$ cat src/core/scfe_pkg.sv
// Constants and types of the serial command front end
`default_nettype none
package scfe_pkg;
  localparam int unsigned SCFE_CLK_HZ = 40_000_000;
  localparam int unsigned SCFE_LOCK_TIME_S = 120;
  localparam longint unsigned SCFE_LOCK_CYCLES = longint'(SCFE_LOCK_TIME_S) * longint'(SCFE_CLK_HZ);
  localparam logic [7:0] SCFE_CR = 8'h0D;
  localparam logic [7:0] SCFE_LF = 8'h0A;
  localparam logic [7:0] SCFE_SP = 8'h20;
  localparam logic [7:0] SCFE_QM = 8'h3F;
  localparam int unsigned SCFE_BUF_DEPTH = 16;
  localparam int unsigned SCFE_TELEM_WORDS = 15;
  localparam int unsigned SCFE_TELEM_W = 16;
  localparam int unsigned SCFE_CMD_LEN = 8;
  // Command name in upper case, first character in the top byte
  localparam logic [63:0] SCFE_TELEM_NAME = 64'h4D4F4E49544F5231;
  localparam logic [7:0] SCFE_ERR_UNKNOWN = 8'h01;
  localparam logic [7:0] SCFE_ERR_OVERFLOW = 8'h02;
  typedef enum logic [2:0] {SCFE_IDLE, SCFE_HEX, SCFE_QMARK, SCFE_ERRHI, SCFE_ERRLO, SCFE_TX_CR, SCFE_TX_LF}
    scfe_state_e;
endpackage
`default_nettype wire

$ cat src/core/scfe_front_end.sv
// Serial command front end with lock indicator
`default_nettype none
// Function
// RULE1: Host ends each command with CR; CR triggers execution of collected text.
// RULE2: Line feeds and spaces are dropped before the command is interpreted.
// RULE3: Command names match regardless of letter case.
// RULE4: Reply characters are followed by CR then LF; no reply means nothing sent.
// RULE5: Error sends partial reply, question mark, 8-bit code, then CR LF. The code sends no partial reply, only question mark, code, CR LF.
// RULE6: Lock output high while unlocked, low once locked.
// RULE7: Reference runs at once; lock indicated within about 120 seconds.
// RULE8: Telemetry dump returns fifteen 4-digit hex words then CR LF.
// RULE9: Error code is two hex digits, high nibble first.
module scfe_front_end
  import scfe_pkg::*;
#(
  parameter longint unsigned LOCK_CYCLES = scfe_pkg::SCFE_LOCK_CYCLES,
  parameter int unsigned BUF_DEPTH = scfe_pkg::SCFE_BUF_DEPTH
) (
  input wire logic clk,
  input wire logic rst_b,
  input wire logic rx_valid,
  input wire logic [7:0] rx_data,
  input wire logic [scfe_pkg::SCFE_TELEM_WORDS*scfe_pkg::SCFE_TELEM_W-1:0] telem,
  input wire logic osc_locked,
  input wire logic tx_ready,
  output logic tx_valid,
  output logic [7:0] tx_data,
  output logic lock_b,
  output logic busy
);
  import scfe_pkg::*;

  function automatic logic [7:0] hex_char(input logic [3:0] n);
    hex_char = (n < 4'hA) ? (8'h30 + {4'h0, n}) : (8'h37 + {4'h0, n});
  endfunction

  function automatic logic [7:0] to_upper(input logic [7:0] c);
    to_upper = (c >= 8'h61 && c <= 8'h7A) ? (c - 8'h20) : c;
  endfunction

  logic [7:0] cmd_buf [BUF_DEPTH];
  logic [4:0] cmd_len;
  logic overflow;
  scfe_state_e state;
  logic [7:0] err_code;
  logic [3:0] word_idx;
  logic [1:0] nib_idx;
  logic [63:0] lock_cnt;
  logic locked_seen;

  // Bytes that come during a reply are dropped, not queued
  wire rx_drop = (rx_data == SCFE_LF) || (rx_data == SCFE_SP);
  wire rx_cr = rx_valid && (rx_data == SCFE_CR);
  wire rx_store = rx_valid && !rx_drop && !rx_cr && (state == SCFE_IDLE);
  wire tx_adv = !tx_valid || tx_ready;

  logic name_match;
  always_comb begin
    name_match = (cmd_len == 5'(SCFE_CMD_LEN)) && !overflow;
    for (int i = 0; i < SCFE_CMD_LEN; i++) begin
      if (to_upper(cmd_buf[i]) != SCFE_TELEM_NAME[8*(SCFE_CMD_LEN-1-i) +: 8]) begin
        name_match = 1'b0;
      end
    end
  end

  wire exec = rx_cr && (state == SCFE_IDLE);
  wire empty_cmd = (cmd_len == 5'h00) && !overflow;
  wire [15:0] cur_word = telem[16*(SCFE_TELEM_WORDS-1-int'(word_idx)) +: 16];
  wire [3:0] cur_nib = cur_word[4*(3-int'(nib_idx)) +: 4];
  wire last_nib = (nib_idx == 2'h3) && (word_idx == 4'(SCFE_TELEM_WORDS-1));

  // Raw bytes kept; case folding happens at compare time
  always_ff @(posedge clk or negedge rst_b) begin
    if (!rst_b) begin
      cmd_len <= 5'h00;
      overflow <= 1'b0;
    end else if (exec) begin
      cmd_len <= 5'h00; // see RULE1
      overflow <= 1'b0;
    end else if (rx_store) begin // see RULE2
      if (cmd_len < 5'(BUF_DEPTH)) begin
        cmd_buf[cmd_len[3:0]] <= rx_data;
        cmd_len <= cmd_len + 5'h01;
      end else begin
        overflow <= 1'b1;
      end
    end
  end

  always_ff @(posedge clk or negedge rst_b) begin
    if (!rst_b) begin
      state <= SCFE_IDLE;
      tx_valid <= 1'b0;
      tx_data <= 8'h00;
      err_code <= 8'h00;
      word_idx <= 4'h0;
      nib_idx <= 2'h0;
    end else if (tx_adv || state == SCFE_IDLE) begin
      // A CR may come while the last LF still waits, so idle decodes regardless of the sink
      if (tx_adv) begin
        tx_valid <= 1'b0;
      end
      case (state)
        SCFE_IDLE: begin
          if (exec && !empty_cmd) begin
            if (name_match) begin // see RULE3
              state <= SCFE_HEX;
              word_idx <= 4'h0;
              nib_idx <= 2'h0;
            end else begin
              state <= SCFE_QMARK;
              err_code <= overflow ? SCFE_ERR_OVERFLOW : SCFE_ERR_UNKNOWN;
            end
          end
        end
        SCFE_HEX: begin
          tx_valid <= 1'b1;
          tx_data <= hex_char(cur_nib); // see RULE8
          nib_idx <= nib_idx + 2'h1;
          if (nib_idx == 2'h3) begin
            word_idx <= word_idx + 4'h1;
          end
          if (last_nib) begin
            state <= SCFE_TX_CR;
          end
        end
        SCFE_QMARK: begin
          tx_valid <= 1'b1;
          tx_data <= SCFE_QM; // see RULE5
          state <= SCFE_ERRHI;
        end
        SCFE_ERRHI: begin
          tx_valid <= 1'b1;
          tx_data <= hex_char(err_code[7:4]); // see RULE9
          state <= SCFE_ERRLO;
        end
        SCFE_ERRLO: begin
          tx_valid <= 1'b1;
          tx_data <= hex_char(err_code[3:0]); // see RULE9
          state <= SCFE_TX_CR;
        end
        SCFE_TX_CR: begin
          tx_valid <= 1'b1;
          tx_data <= SCFE_CR; // see RULE4
          state <= SCFE_TX_LF;
        end
        SCFE_TX_LF: begin
          tx_valid <= 1'b1;
          tx_data <= SCFE_LF; // see RULE4
          state <= SCFE_IDLE;
        end
        default: state <= SCFE_IDLE;
      endcase
    end
  end

  // Lock shown only once the loop reports lock; the counter only times the wait for the lock coverage point
  always_ff @(posedge clk or negedge rst_b) begin
    if (!rst_b) begin
      lock_b <= 1'b1;
      lock_cnt <= 64'h0;
      locked_seen <= 1'b0;
    end else begin
      lock_b <= !osc_locked; // see RULE6
      if (lock_cnt < LOCK_CYCLES) begin
        lock_cnt <= lock_cnt + 64'h1; // see RULE7
      end
      locked_seen <= locked_seen || osc_locked;
    end
  end

  // Busy drops with the LF possibly still offered; idle accepts the next command anyway
  always_ff @(posedge clk or negedge rst_b) begin
    if (!rst_b) begin
      busy <= 1'b0;
    end else begin
      busy <= (state != SCFE_IDLE);
    end
  end

  a_lock_follow: assert property (@(posedge clk) disable iff (!rst_b) // see RULE6
    ##1 (lock_b == !$past(osc_locked))) else $error("lock output does not follow lock state");
  a_lf_after_cr: assert property (@(posedge clk) disable iff (!rst_b) // see RULE4
    (tx_valid && tx_ready && tx_data == SCFE_CR && state == SCFE_TX_LF) |=> ##[0:1000] (tx_valid && tx_data == SCFE_LF))
    else $error("CR not followed by LF");
  a_err_qmark: assert property (@(posedge clk) disable iff (!rst_b) // see RULE5
    (state == SCFE_QMARK && tx_adv) |=> (tx_valid && tx_data == SCFE_QM)) else $error("no question mark on error");
  a_err_digit: assert property (@(posedge clk) disable iff (!rst_b) // see RULE9
    (state == SCFE_ERRHI && tx_adv) |=> (tx_data == hex_char($past(err_code[7:4])))) else $error("bad high digit");
  a_hold_data: assert property (@(posedge clk) disable iff (!rst_b) // see RULE4
    (tx_valid && !tx_ready) |=> (tx_valid && $stable(tx_data))) else $error("tx data changed while stalled");
  a_drop_space: assert property (@(posedge clk) disable iff (!rst_b) // see RULE2
    (rx_valid && rx_drop) |=> $stable(cmd_len)) else $error("space or LF stored");
  a_cr_clears: assert property (@(posedge clk) disable iff (!rst_b) // see RULE1
    exec |=> (cmd_len == 5'h00)) else $error("buffer not cleared on CR");
  a_telem_start: assert property (@(posedge clk) disable iff (!rst_b) // see RULE3
    (exec && name_match && tx_adv) |=> (state == SCFE_HEX)) else $error("matched command not run");
  // Lock indicator
  a_lock_seen: assert property (@(posedge clk) disable iff (!rst_b) // see RULE6
    !lock_b |-> locked_seen) else $error("lock shown without lock seen");
  // Reply framing
  a_telem_digit: assert property (@(posedge clk) disable iff (!rst_b) // see RULE8
    (state == SCFE_HEX && tx_adv) |=> (tx_valid && tx_data == hex_char($past(cur_nib)))) else $error("bad telemetry digit");
  a_word_step: assert property (@(posedge clk) disable iff (!rst_b) // see RULE8
    (state == SCFE_HEX && tx_adv && nib_idx == 2'h3 && !last_nib) |=> (state == SCFE_HEX && nib_idx == 2'h0))
    else $error("telemetry word step wrong");
  a_telem_end: assert property (@(posedge clk) disable iff (!rst_b) // see RULE8
    (state == SCFE_HEX && tx_adv && last_nib) |=> (state == SCFE_TX_CR)) else $error("telemetry not closed by CR");
  a_err_start: assert property (@(posedge clk) disable iff (!rst_b) // see RULE5
    (state == SCFE_QMARK && tx_adv) |=> (state == SCFE_ERRHI)) else $error("error code does not follow mark");
  a_err_low: assert property (@(posedge clk) disable iff (!rst_b) // see RULE9
    (state == SCFE_ERRLO && tx_adv) |=> (tx_data == hex_char($past(err_code[3:0])))) else $error("bad low digit");
  a_err_cr: assert property (@(posedge clk) disable iff (!rst_b) // see RULE5
    (state == SCFE_ERRLO && tx_adv) |=> (state == SCFE_TX_CR)) else $error("error code not closed by CR");
  a_overflow_code: assert property (@(posedge clk) disable iff (!rst_b) // see RULE5
    (exec && overflow) |=> (state == SCFE_QMARK && err_code == SCFE_ERR_OVERFLOW)) else $error("overflow not reported");
  a_no_reply: assert property (@(posedge clk) disable iff (!rst_b) // see RULE4
    (exec && empty_cmd && !tx_valid) |=> (!tx_valid && state == SCFE_IDLE)) else $error("empty command answered");
  c_telem: cover property (@(posedge clk) disable iff (!rst_b) state == SCFE_HEX && last_nib && tx_adv);
  c_error: cover property (@(posedge clk) disable iff (!rst_b) state == SCFE_ERRLO);
  c_lock: cover property (@(posedge clk) disable iff (!rst_b) $fell(lock_b));
  c_lock_in_time: cover property (@(posedge clk) disable iff (!rst_b) $fell(lock_b) && lock_cnt < LOCK_CYCLES);
  c_stall: cover property (@(posedge clk) disable iff (!rst_b) tx_valid && !tx_ready);
endmodule
`default_nettype wire

$ cat config.mk
export PLATFORM = sky130hd
export DESIGN_NAME = scfe_front_end
export DESIGN_NICKNAME = d
export VERILOG_FILES = /design/src/core/scfe_pkg.sv /design/src/core/scfe_front_end.sv
export SDC_FILE = /design/constraint.sdc
export NUM_CORES = 1
export LEC_CHECK = 0
export BUFFER_PORTS_ARGS = -buffer_cell sky130_fd_sc_hd__buf_4
export CAP_MARGIN = 10
export CORE_MARGIN = 3
export CORE_UTILIZATION = 45
export DETAILED_ROUTE_END_ITERATION = 8
export PLACE_DENSITY = 0.79
export SLEW_MARGIN = 20
export SYNTH_ARGS = -nofsm -noshare
export SYNTH_HDL_FRONTEND = slang
export SYNTH_SLANG_ARGS = --single-unit
$ cat constraint.sdc
create_clock -name clk -period 6.7 [get_ports clk]
set_input_delay 1.005 -clock clk [delete_from_list [all_inputs] [get_ports clk]]
set_output_delay 1.005 -clock clk [all_outputs]
set_load 0.02 [all_outputs]
==> flow_summary_export.csv, run 1 <==
group,metric,value,unit
run_status,outcome,"finished, final reports clean",
sta,period_minus_slack,4.386,ns
logic_synthesis,synth_cells,505,
logic_synthesis,yosys-top-cells-count,"64 x edfxtp_1, 62 x mux2i_1, 50 x mux4_2",
power,p_switching,1.381,mW
sta,fin_worst_skew,0.007188,ns
worst_setup_path,cp-start-kind,"flop",
final_layout,area_growth,38.03,%
global_routing,grt_overflow,0,
floorplanning,fp-row-count,42,
sta,setup_slack,2.314,ns
worst_setup_path,arrival,4.56,ns
sta,fmax,228.0,MHz
final_layout,final_nets,1020,
min_path,hp-class,"flop to flop",
worst_setup_path,end_kind,"flop",
final_layout,fin_area,8660,sq um
worst_setup_path,crit_type,"flop to flop",
clock_network,h-tree-depth,3,
power,p_per_area,402.3,nW/um^2
clock_network,cts_num_sinks,91,
flow_run,maxCapViolations,0,
power,p_sw_share,39.63,%
floorplanning,core,13450,sq um
logic_synthesis,synthTopCellsByArea,"edfxtp_1 31%, mux4_2 18%, dfrtp_1 10%",
logic_synthesis,synthArstFlopShare,29.67,%
global_routing,antenna_found_initial,2,
logic_synthesis,synth_ff_type,"edfxtp_1",
clock_network,cts-buffers-inserted,9,
placement,place_ws,2.102,ns
worst_setup_path,cp.required,6.88,ns
detailed_routing,wire_per_inst,23.49,um
sta,worstMarginPinSlew,1.001,ns
logic_synthesis,synth_most_common_cell,"edfxtp_1",
detailed_routing,dr.pass1.iters,5,
sta,setup_tns,0,ns
sta,finalSetupViolCount,0,
floorplanning,start_util,46.63,%
floorplanning,die_w,124.1,um
clock_network,clockBufferDepth,2,
logic_synthesis,yosysUniqueCellTypes,63,
global_routing,grt_first_pass_wirelength,32.34,mm
logic_synthesis,seq_area_frac_synth,41.42,%
final_layout,insertedDiodeCount,0,
placement,finalWeightedCongestion,0.9890,
final_layout,multi_input_area,3401,sq um
sta,hold_violations,0,
floorplanning,ios,264,
power,vdd_ir_drop_max,0.2894,mV
floorplanning,dieHeight,124.1,um
sta,slew-limit-headroom,33.24,%
clock_network,cts-hold-fix-buffers,0,
sta,fin_crit_sh,65.46,%
placement,io_buffers,262,
placement,postPlaceCellArea,8314,sq um
detailed_routing,ant_nets,0,
clock_network,cts-resized-gates,0,
sta,rsz0062_at_grt,"false",
detailed_routing,routed_wl,21.89,mm
placement,post-dp-hpwl,17.82,mm
logic_synthesis,synth_largest_area_cell,"edfxtp_1",
sta,final_max_slew_viol_count,0,
global_routing,grt_pass1_vias,5686,
power,total_power,3.484,mW
clock_network,cts-root-buf,"clkbuf_16",
detailed_routing,vias_per_cell,5.932,
clock_network,tritoncts,"done",
clock_network,cts.clk_slew.worst_paths,0.06,ns
logic_synthesis,syn_area_per_cell,12.42,sq um
detailed_routing,drc_errors,0,
power,p_clk_share,15.2,%
final_layout,layout-drive-gt1-share,44.97,%
worst_setup_path,worstPathMaxFanout,17,
power,intPower,2.103,mW
floorplanning,dieArea,15390,sq um
clock_network,cts_setup_buffers,0,
detailed_routing,vias,5529,
power,p_leak,3.743,nW
final_layout,fill_cells,1048,
power,seqPwrFrac,23.5,%
logic_synthesis,synth-edff-count,64,
logic_synthesis,syn_area,6274,sq um
logic_synthesis,ys_ff_latch,91,
power,combinationalPowerShare,61.3,%
clock_network,clkLatencyLatePin,0.33,ns
global_routing,grt_max_degree,92,
logic_synthesis,synth_nets,774,
logic_synthesis,synth_top_area_share,30.63,%
logic_synthesis,yosysWarnings,0,
detailed_routing,drt_iter0_markers,449,
final_layout,regArea,2603,sq um
global_routing,grtUsageTotal,28.43,%
flip-flops by register name (all words and copies together) (netlist names), 2 cells and up:
name,count
err_code,2
nib_idx,2
cmd_buf,64
tx_data,7
word_idx,4
state,3
cmd_len,5
metal layers:
metal	wire [um]	vias to the layer above	GRT usage [%]	share of wire, %
met5	15	-	0	0.069
met4	550	2	8.282	2.5
met3	1790	34	7.084	8.2
met2	10940	273	46.52	50
met1	8596	2739	37.70	39
li1	-	2481	-	-
worst paths after layout:
| check | from | to | slack (ns) | cells past startpoint |
|---|---|---|---|---|
| setup / recovery | word_idx[0] | tx_data[4] | 2.31 | 11 |
| hold / removal | err_code[0] | err_code[0] | 0.50 | 2 |
| setup reg to reg | word_idx[0] | tx_data[4] | 2.31 | 11 |
| hold reg to reg | err_code[0] | err_code[0] | 0.50 | 2 |
| max in group asynchronous | rst_b | lock_b | 5.81 | 1 |
| min in group asynchronous | rst_b | state[1] | 0.59 | 1 |
placed cells by master, fill, tap and decap left out, types with 4 or more instances in the layout:
cell,Yosys,layout
inv_1,24,24
o211ai_1,5,5
nor3_1,6,6
and3_1,10,10
ha_1,16,15
nand2b_1,17,17
nor2_1,21,21
nand3_1,10,10
nor4b_1,5,5
nor2b_1,6,6
clkbuf_16,0,9
a21oi_1,12,12
dfrtp_1,26,25
mux4_2,50,50
mux2_2,4,4
o22ai_1,6,6
nand4_1,10,10
edfxtp_1,64,64
o21ai_0,19,19
xnor2_1,4,4
nand2_1,37,37
mux2i_1,62,62
buf_4,9,266
worst max-delay path, cell delays in order, from the launching register on:
cell,delay [ns]
dfrtp_4,0.61
ha_1,0.37
xor2_2,0.81
buf_4,0.35
mux4_2,0.33
mux4_2,0.46
mux2i_1,0.29
nand2_1,0.13
ha_1,0.23
or2b_1,0.22
a21oi_1,0.25
o221ai_1,0.17
power by group through the flow:
stage               logic [mW]  registers (mW)  clock network [mW]
floorplan                 1.67           0.764                   0
global placement          2.04           0.819                   0
detailed placement        2.10           0.826                   0
CTS                       2.11           0.815               0.534
global route              2.29           0.835               0.558
finish                    2.13           0.819               0.530
through the flow:
step           utilization [%]  hold WS (ns)  instances
6_report                 64.37        0.4989        932
5_1_grt                  64.37        0.5136        932
4_1_cts                  64.16        0.4932        931
3_5_place_dp             61.80        0.4791        915
3_3_place_gp             61.80        0.4722        915
2_1_floorplan                -        0.4462        505
kinds of logic after synthesis:
kind of cell	Yosys count	synth area share [%]
xor gates and xnor gates	8	1.356
muxes	118	29.40
adders and majority gates	16	3.191
and+or+nand+nor	142	12.41
AOI/OAI and AO/OA	72	7.599
other	1	0.05978
DFF	91	41.42
buffers and inverters	57	4.567
layout make-up:
class | instances | area share (%)
clock buffer | 10 | 2.644
clock inverter | 6 | 1.026
inverter | 25 | 1.084
multi-input combinational | 357 | 39.27
sequential | 91 | 30.05
tap | 176 | 2.543
timing repair buffer | 267 | 23.38
Note: power is estimated with default switching activity, not from simulation.
==> inputs of run 2 (changes only) <==
--- a/config.mk
+++ b/config.mk
@@ -5,12 +5,13 @@
 export SDC_FILE = /design/constraint.sdc
 export NUM_CORES = 1
 export LEC_CHECK = 0
+export ABC_AREA = 1
 export BUFFER_PORTS_ARGS = -buffer_cell sky130_fd_sc_hd__buf_4
 export CAP_MARGIN = 10
 export CORE_MARGIN = 3
 export CORE_UTILIZATION = 45
 export DETAILED_ROUTE_END_ITERATION = 8
-export PLACE_DENSITY = 0.79
+export PLACE_DENSITY = 0.81
 export SLEW_MARGIN = 20
 export SYNTH_ARGS = -nofsm -noshare
 export SYNTH_HDL_FRONTEND = slang
==> constraint.sdc (replaced) <==
create_clock -name clk -period 3.8 [get_ports clk]
set_input_delay 0.57 -clock clk [delete_from_list [all_inputs] [get_ports clk]]
set_output_delay 0.57 -clock clk [all_outputs]
set_load 0.02 [all_outputs]
==> flow_summary_export.csv, run 2 <==
group,metric,value,unit
run_status,outcome,"finished, final reports clean",
sta,slew-limit-headroom,56.13,%
clock_network,cts_setup_buffers,0,
final_layout,fin_area,8897,sq um
floorplanning,die_w,126.4,um
min_path,hp-class,"input port to async pin",
worst_setup_path,ff2ff_setup_slack,0.90,ns
final_layout,fill_cells,1299,
flow_run,maxCapViolations,0,
worst_setup_path,cpPeakStageDelay,0.46,ns
worst_setup_path,timing.rr.end,"tx_data[2]",
clock_network,clkLatencyLatePin,0.34,ns
global_routing,grtUsageTotal,27.28,%
logic_synthesis,syn_area,6525,sq um
final_layout,largest_reg_flops,64,
logic_synthesis,seq_area_frac_synth,39.83,%
floorplanning,ios,264,
global_routing,grt_first_pass_wirelength,34.85,mm
final_layout,final_nets,1444,
placement,io_buffers,262,
clock_network,clockBufferDepth,2,
worst_setup_path,reg2reg_depth,18,
sta,setup_tns,0,ns
final_layout,layout.cells.non_filler,1361,
power,p_per_area,561.8,nW/um^2
detailed_routing,drt_iter0_markers,594,
detailed_routing,ant_nets,0,
floorplanning,fp-row-count,43,
clock_network,cts.clk_slew.worst_paths,0.07,ns
logic_synthesis,synth_largest_area_cell,"edfxtp_1",
final_layout,final_common_cell,"nand2_1",
floorplanning,core,14040,sq um
power,p_clk_share,17.3,%
power,intPower,2.660,mW
sta,rsz0062_at_grt,"false",
worst_setup_path,critical-path-top-delay-family,"simple AND/OR/NAND/NOR gates",
worst_setup_path,worstPathMaxFanout,50,
power,p_sw_share,46.79,%
detailed_routing,routed_wl,23.03,mm
detailed_routing,drc_errors,0,
sta,finalSetupViolCount,0,
logic_synthesis,syn_area_per_cell,6.986,sq um
sta,fmax,345.4,MHz
worst_setup_path,crit_type,"flop to flop",
global_routing,grt_pass1_vias,6691,
power,combinationalPowerShare,56.7,%
clock_network,cts-root-buf,"clkbuf_16",
sta,period_minus_slack,2.895,ns
worst_setup_path,crit-reg2reg-launch,"word_idx[0]",
sta,fin_crit_sh,76.19,%
placement,postPlaceCellArea,8598,sq um
clock_network,h-tree-depth,3,
logic_synthesis,synth_top_area_share,29.45,%
placement,dpl.cell_count,1344,
placement,post-dp-hpwl,17.68,mm
power,p_leak,4.338,nW
logic_synthesis,synth_nets,1203,
final_layout,layout-drive-gt1-share,26.78,%
clock_network,cts-buffers-inserted,9,
final_layout,final_cell_mix,"340 x nand2_1, 279 x buf_4, 166 x nand3_1, 78 x inv_1, 64 x edfxtp_1",
placement,finalWeightedCongestion,0.9241,
worst_setup_path,crit_top_cell,"nand2_1",
logic_synthesis,synthArstFlopShare,29.67,%
logic_synthesis,synth-edff-count,64,
logic_synthesis,ys_ff_latch,91,
floorplanning,start_util,46.47,%
global_routing,grt_overflow,0,
worst_setup_path,end_kind,"flop",
power,vdd_ir_drop_max,0.4500,mV
detailed_routing,vias,7264,
sta,final_max_slew_viol_count,0,
global_routing,antenna_found_initial,1,
sta,fin_worst_skew,0.007805,ns
detailed_routing,vias_per_cell,5.337,
sta,worstMarginPinSlew,0.6576,ns
logic_synthesis,synth_most_common_cell,"nand2_1",
final_layout,area_growth,36.36,%
worst_setup_path,cp.required,4.06,ns
logic_synthesis,yosysUniqueCellTypes,43,
worst_setup_path,slowest_stage,"buf_4",
final_layout,multi_input_area,3319,sq um
clock_network,cts-hold-fix-buffers,0,
worst_setup_path,arrival,3.15,ns
detailed_routing,dr.pass1.iters,6,
logic_synthesis,yosysWarnings,0,
floorplanning,dieArea,15980,sq um
power,seqPwrFrac,26.0,%
logic_synthesis,synth_ff_type,"edfxtp_1",
logic_synthesis,synthTopCellsByArea,"edfxtp_1 29%, nand2_1 20%, nand3_1 13%",
detailed_routing,wire_per_inst,16.92,um
worst_setup_path,cp-start-kind,"flop",
sta,hold_violations,0,
logic_synthesis,yosys-top-cells-count,"340 x nand2_1, 166 x nand3_1, 78 x inv_1",
sta,whs,0.1499,ns
clock_network,cts-resized-gates,0,
clock_network,tritoncts,"done",
global_routing,grt_max_degree,119,
clock_network,cts_num_sinks,91,
logic_synthesis,synth_cells,934,
worst_setup_path,crit_chain,"clkinv_2 > ha_1 > buf_4 > nand2_1 > nand3_1 > nand2_1 > nand2_1 > nand3_1 > nand3_1 > nand3_1 > nand2_1 > nand2_1 > ha_1 > inv_1 > nand4_1 > nand4_1 > nand2_1 > a21oi_1",
final_layout,regArea,2603,sq um
worst_setup_path,path_buf_inv,3,
floorplanning,dieHeight,126.4,um
power,p_switching,2.339,mW
run 2: worst max-delay path by stage:
stage                            from         end  slack, ns  cells after the start
after floorplan           word_idx[0]  tx_data[2]       0.78                     23
after global placement    word_idx[0]  tx_data[2]       0.98                     18
after detailed placement  word_idx[0]  tx_data[2]       0.89                     18
after CTS                 word_idx[0]  tx_data[2]       0.89                     18
after global routing      word_idx[0]  tx_data[2]       0.61                     18
final                     word_idx[0]  tx_data[2]       0.90                     18
run 2: logic make-up after synthesis:
group / synth area share (%)
and+or+nand+nor: 39.19
buffers and inverters: 9.300
AOI/OAI and AO/OA: 7.920
DFF: 39.83
adders and majority gates: 3.068
xor gates and xnor gates: 0.6329
other: 0.05747
run 2: per-layer routing:
layer | share of wire, % | global-route usage [%] | up-vias
met3 | 7.0 | 3.916 | 50
met1 | 41 | 35.53 | 3310
met5 | 0 | 0 | -
li1 | - | - | 3576
met4 | 3.1 | 9.464 | 0
met2 | 49 | 46.58 | 328
run 2: cell type report:
type                            instances  area share (%)
Antenna cell                            1         0.02813
Clock buffer                            9           2.531
Clock inverter                          7          0.8016
Inverter                               84           3.558
Multi-Input combinational cell        708           37.31
Sequential cell                        91           29.25
Tap cell                              180           2.531
Timing Repair Buffer                  281           23.99
run 2: power groups by stage:
| stage | Combinational [mW] | Clock (mW) | Sequential, mW |
|---|---|---|---|
| after floorplan | 2.01 | 0 | 1.31 |
| after global placement | 2.78 | 0 | 1.32 |
| after detailed placement | 2.81 | 0 | 1.32 |
| after CTS | 2.82 | 0.869 | 1.30 |
| after global routing | 3.19 | 0.913 | 1.32 |
| final | 2.84 | 0.862 | 1.30 |
run 2: through the flow:
step           utilization, %  power (mW)  setup slack, ns
5_1_grt                 63.36       5.425           0.6087
6_report                63.36       4.999           0.9047
4_1_cts                 63.34       4.990           0.8909
3_5_place_dp            61.23       4.126           0.8934
2_1_floorplan               -       3.328           0.7809
3_3_place_gp            61.23       4.101           0.9777
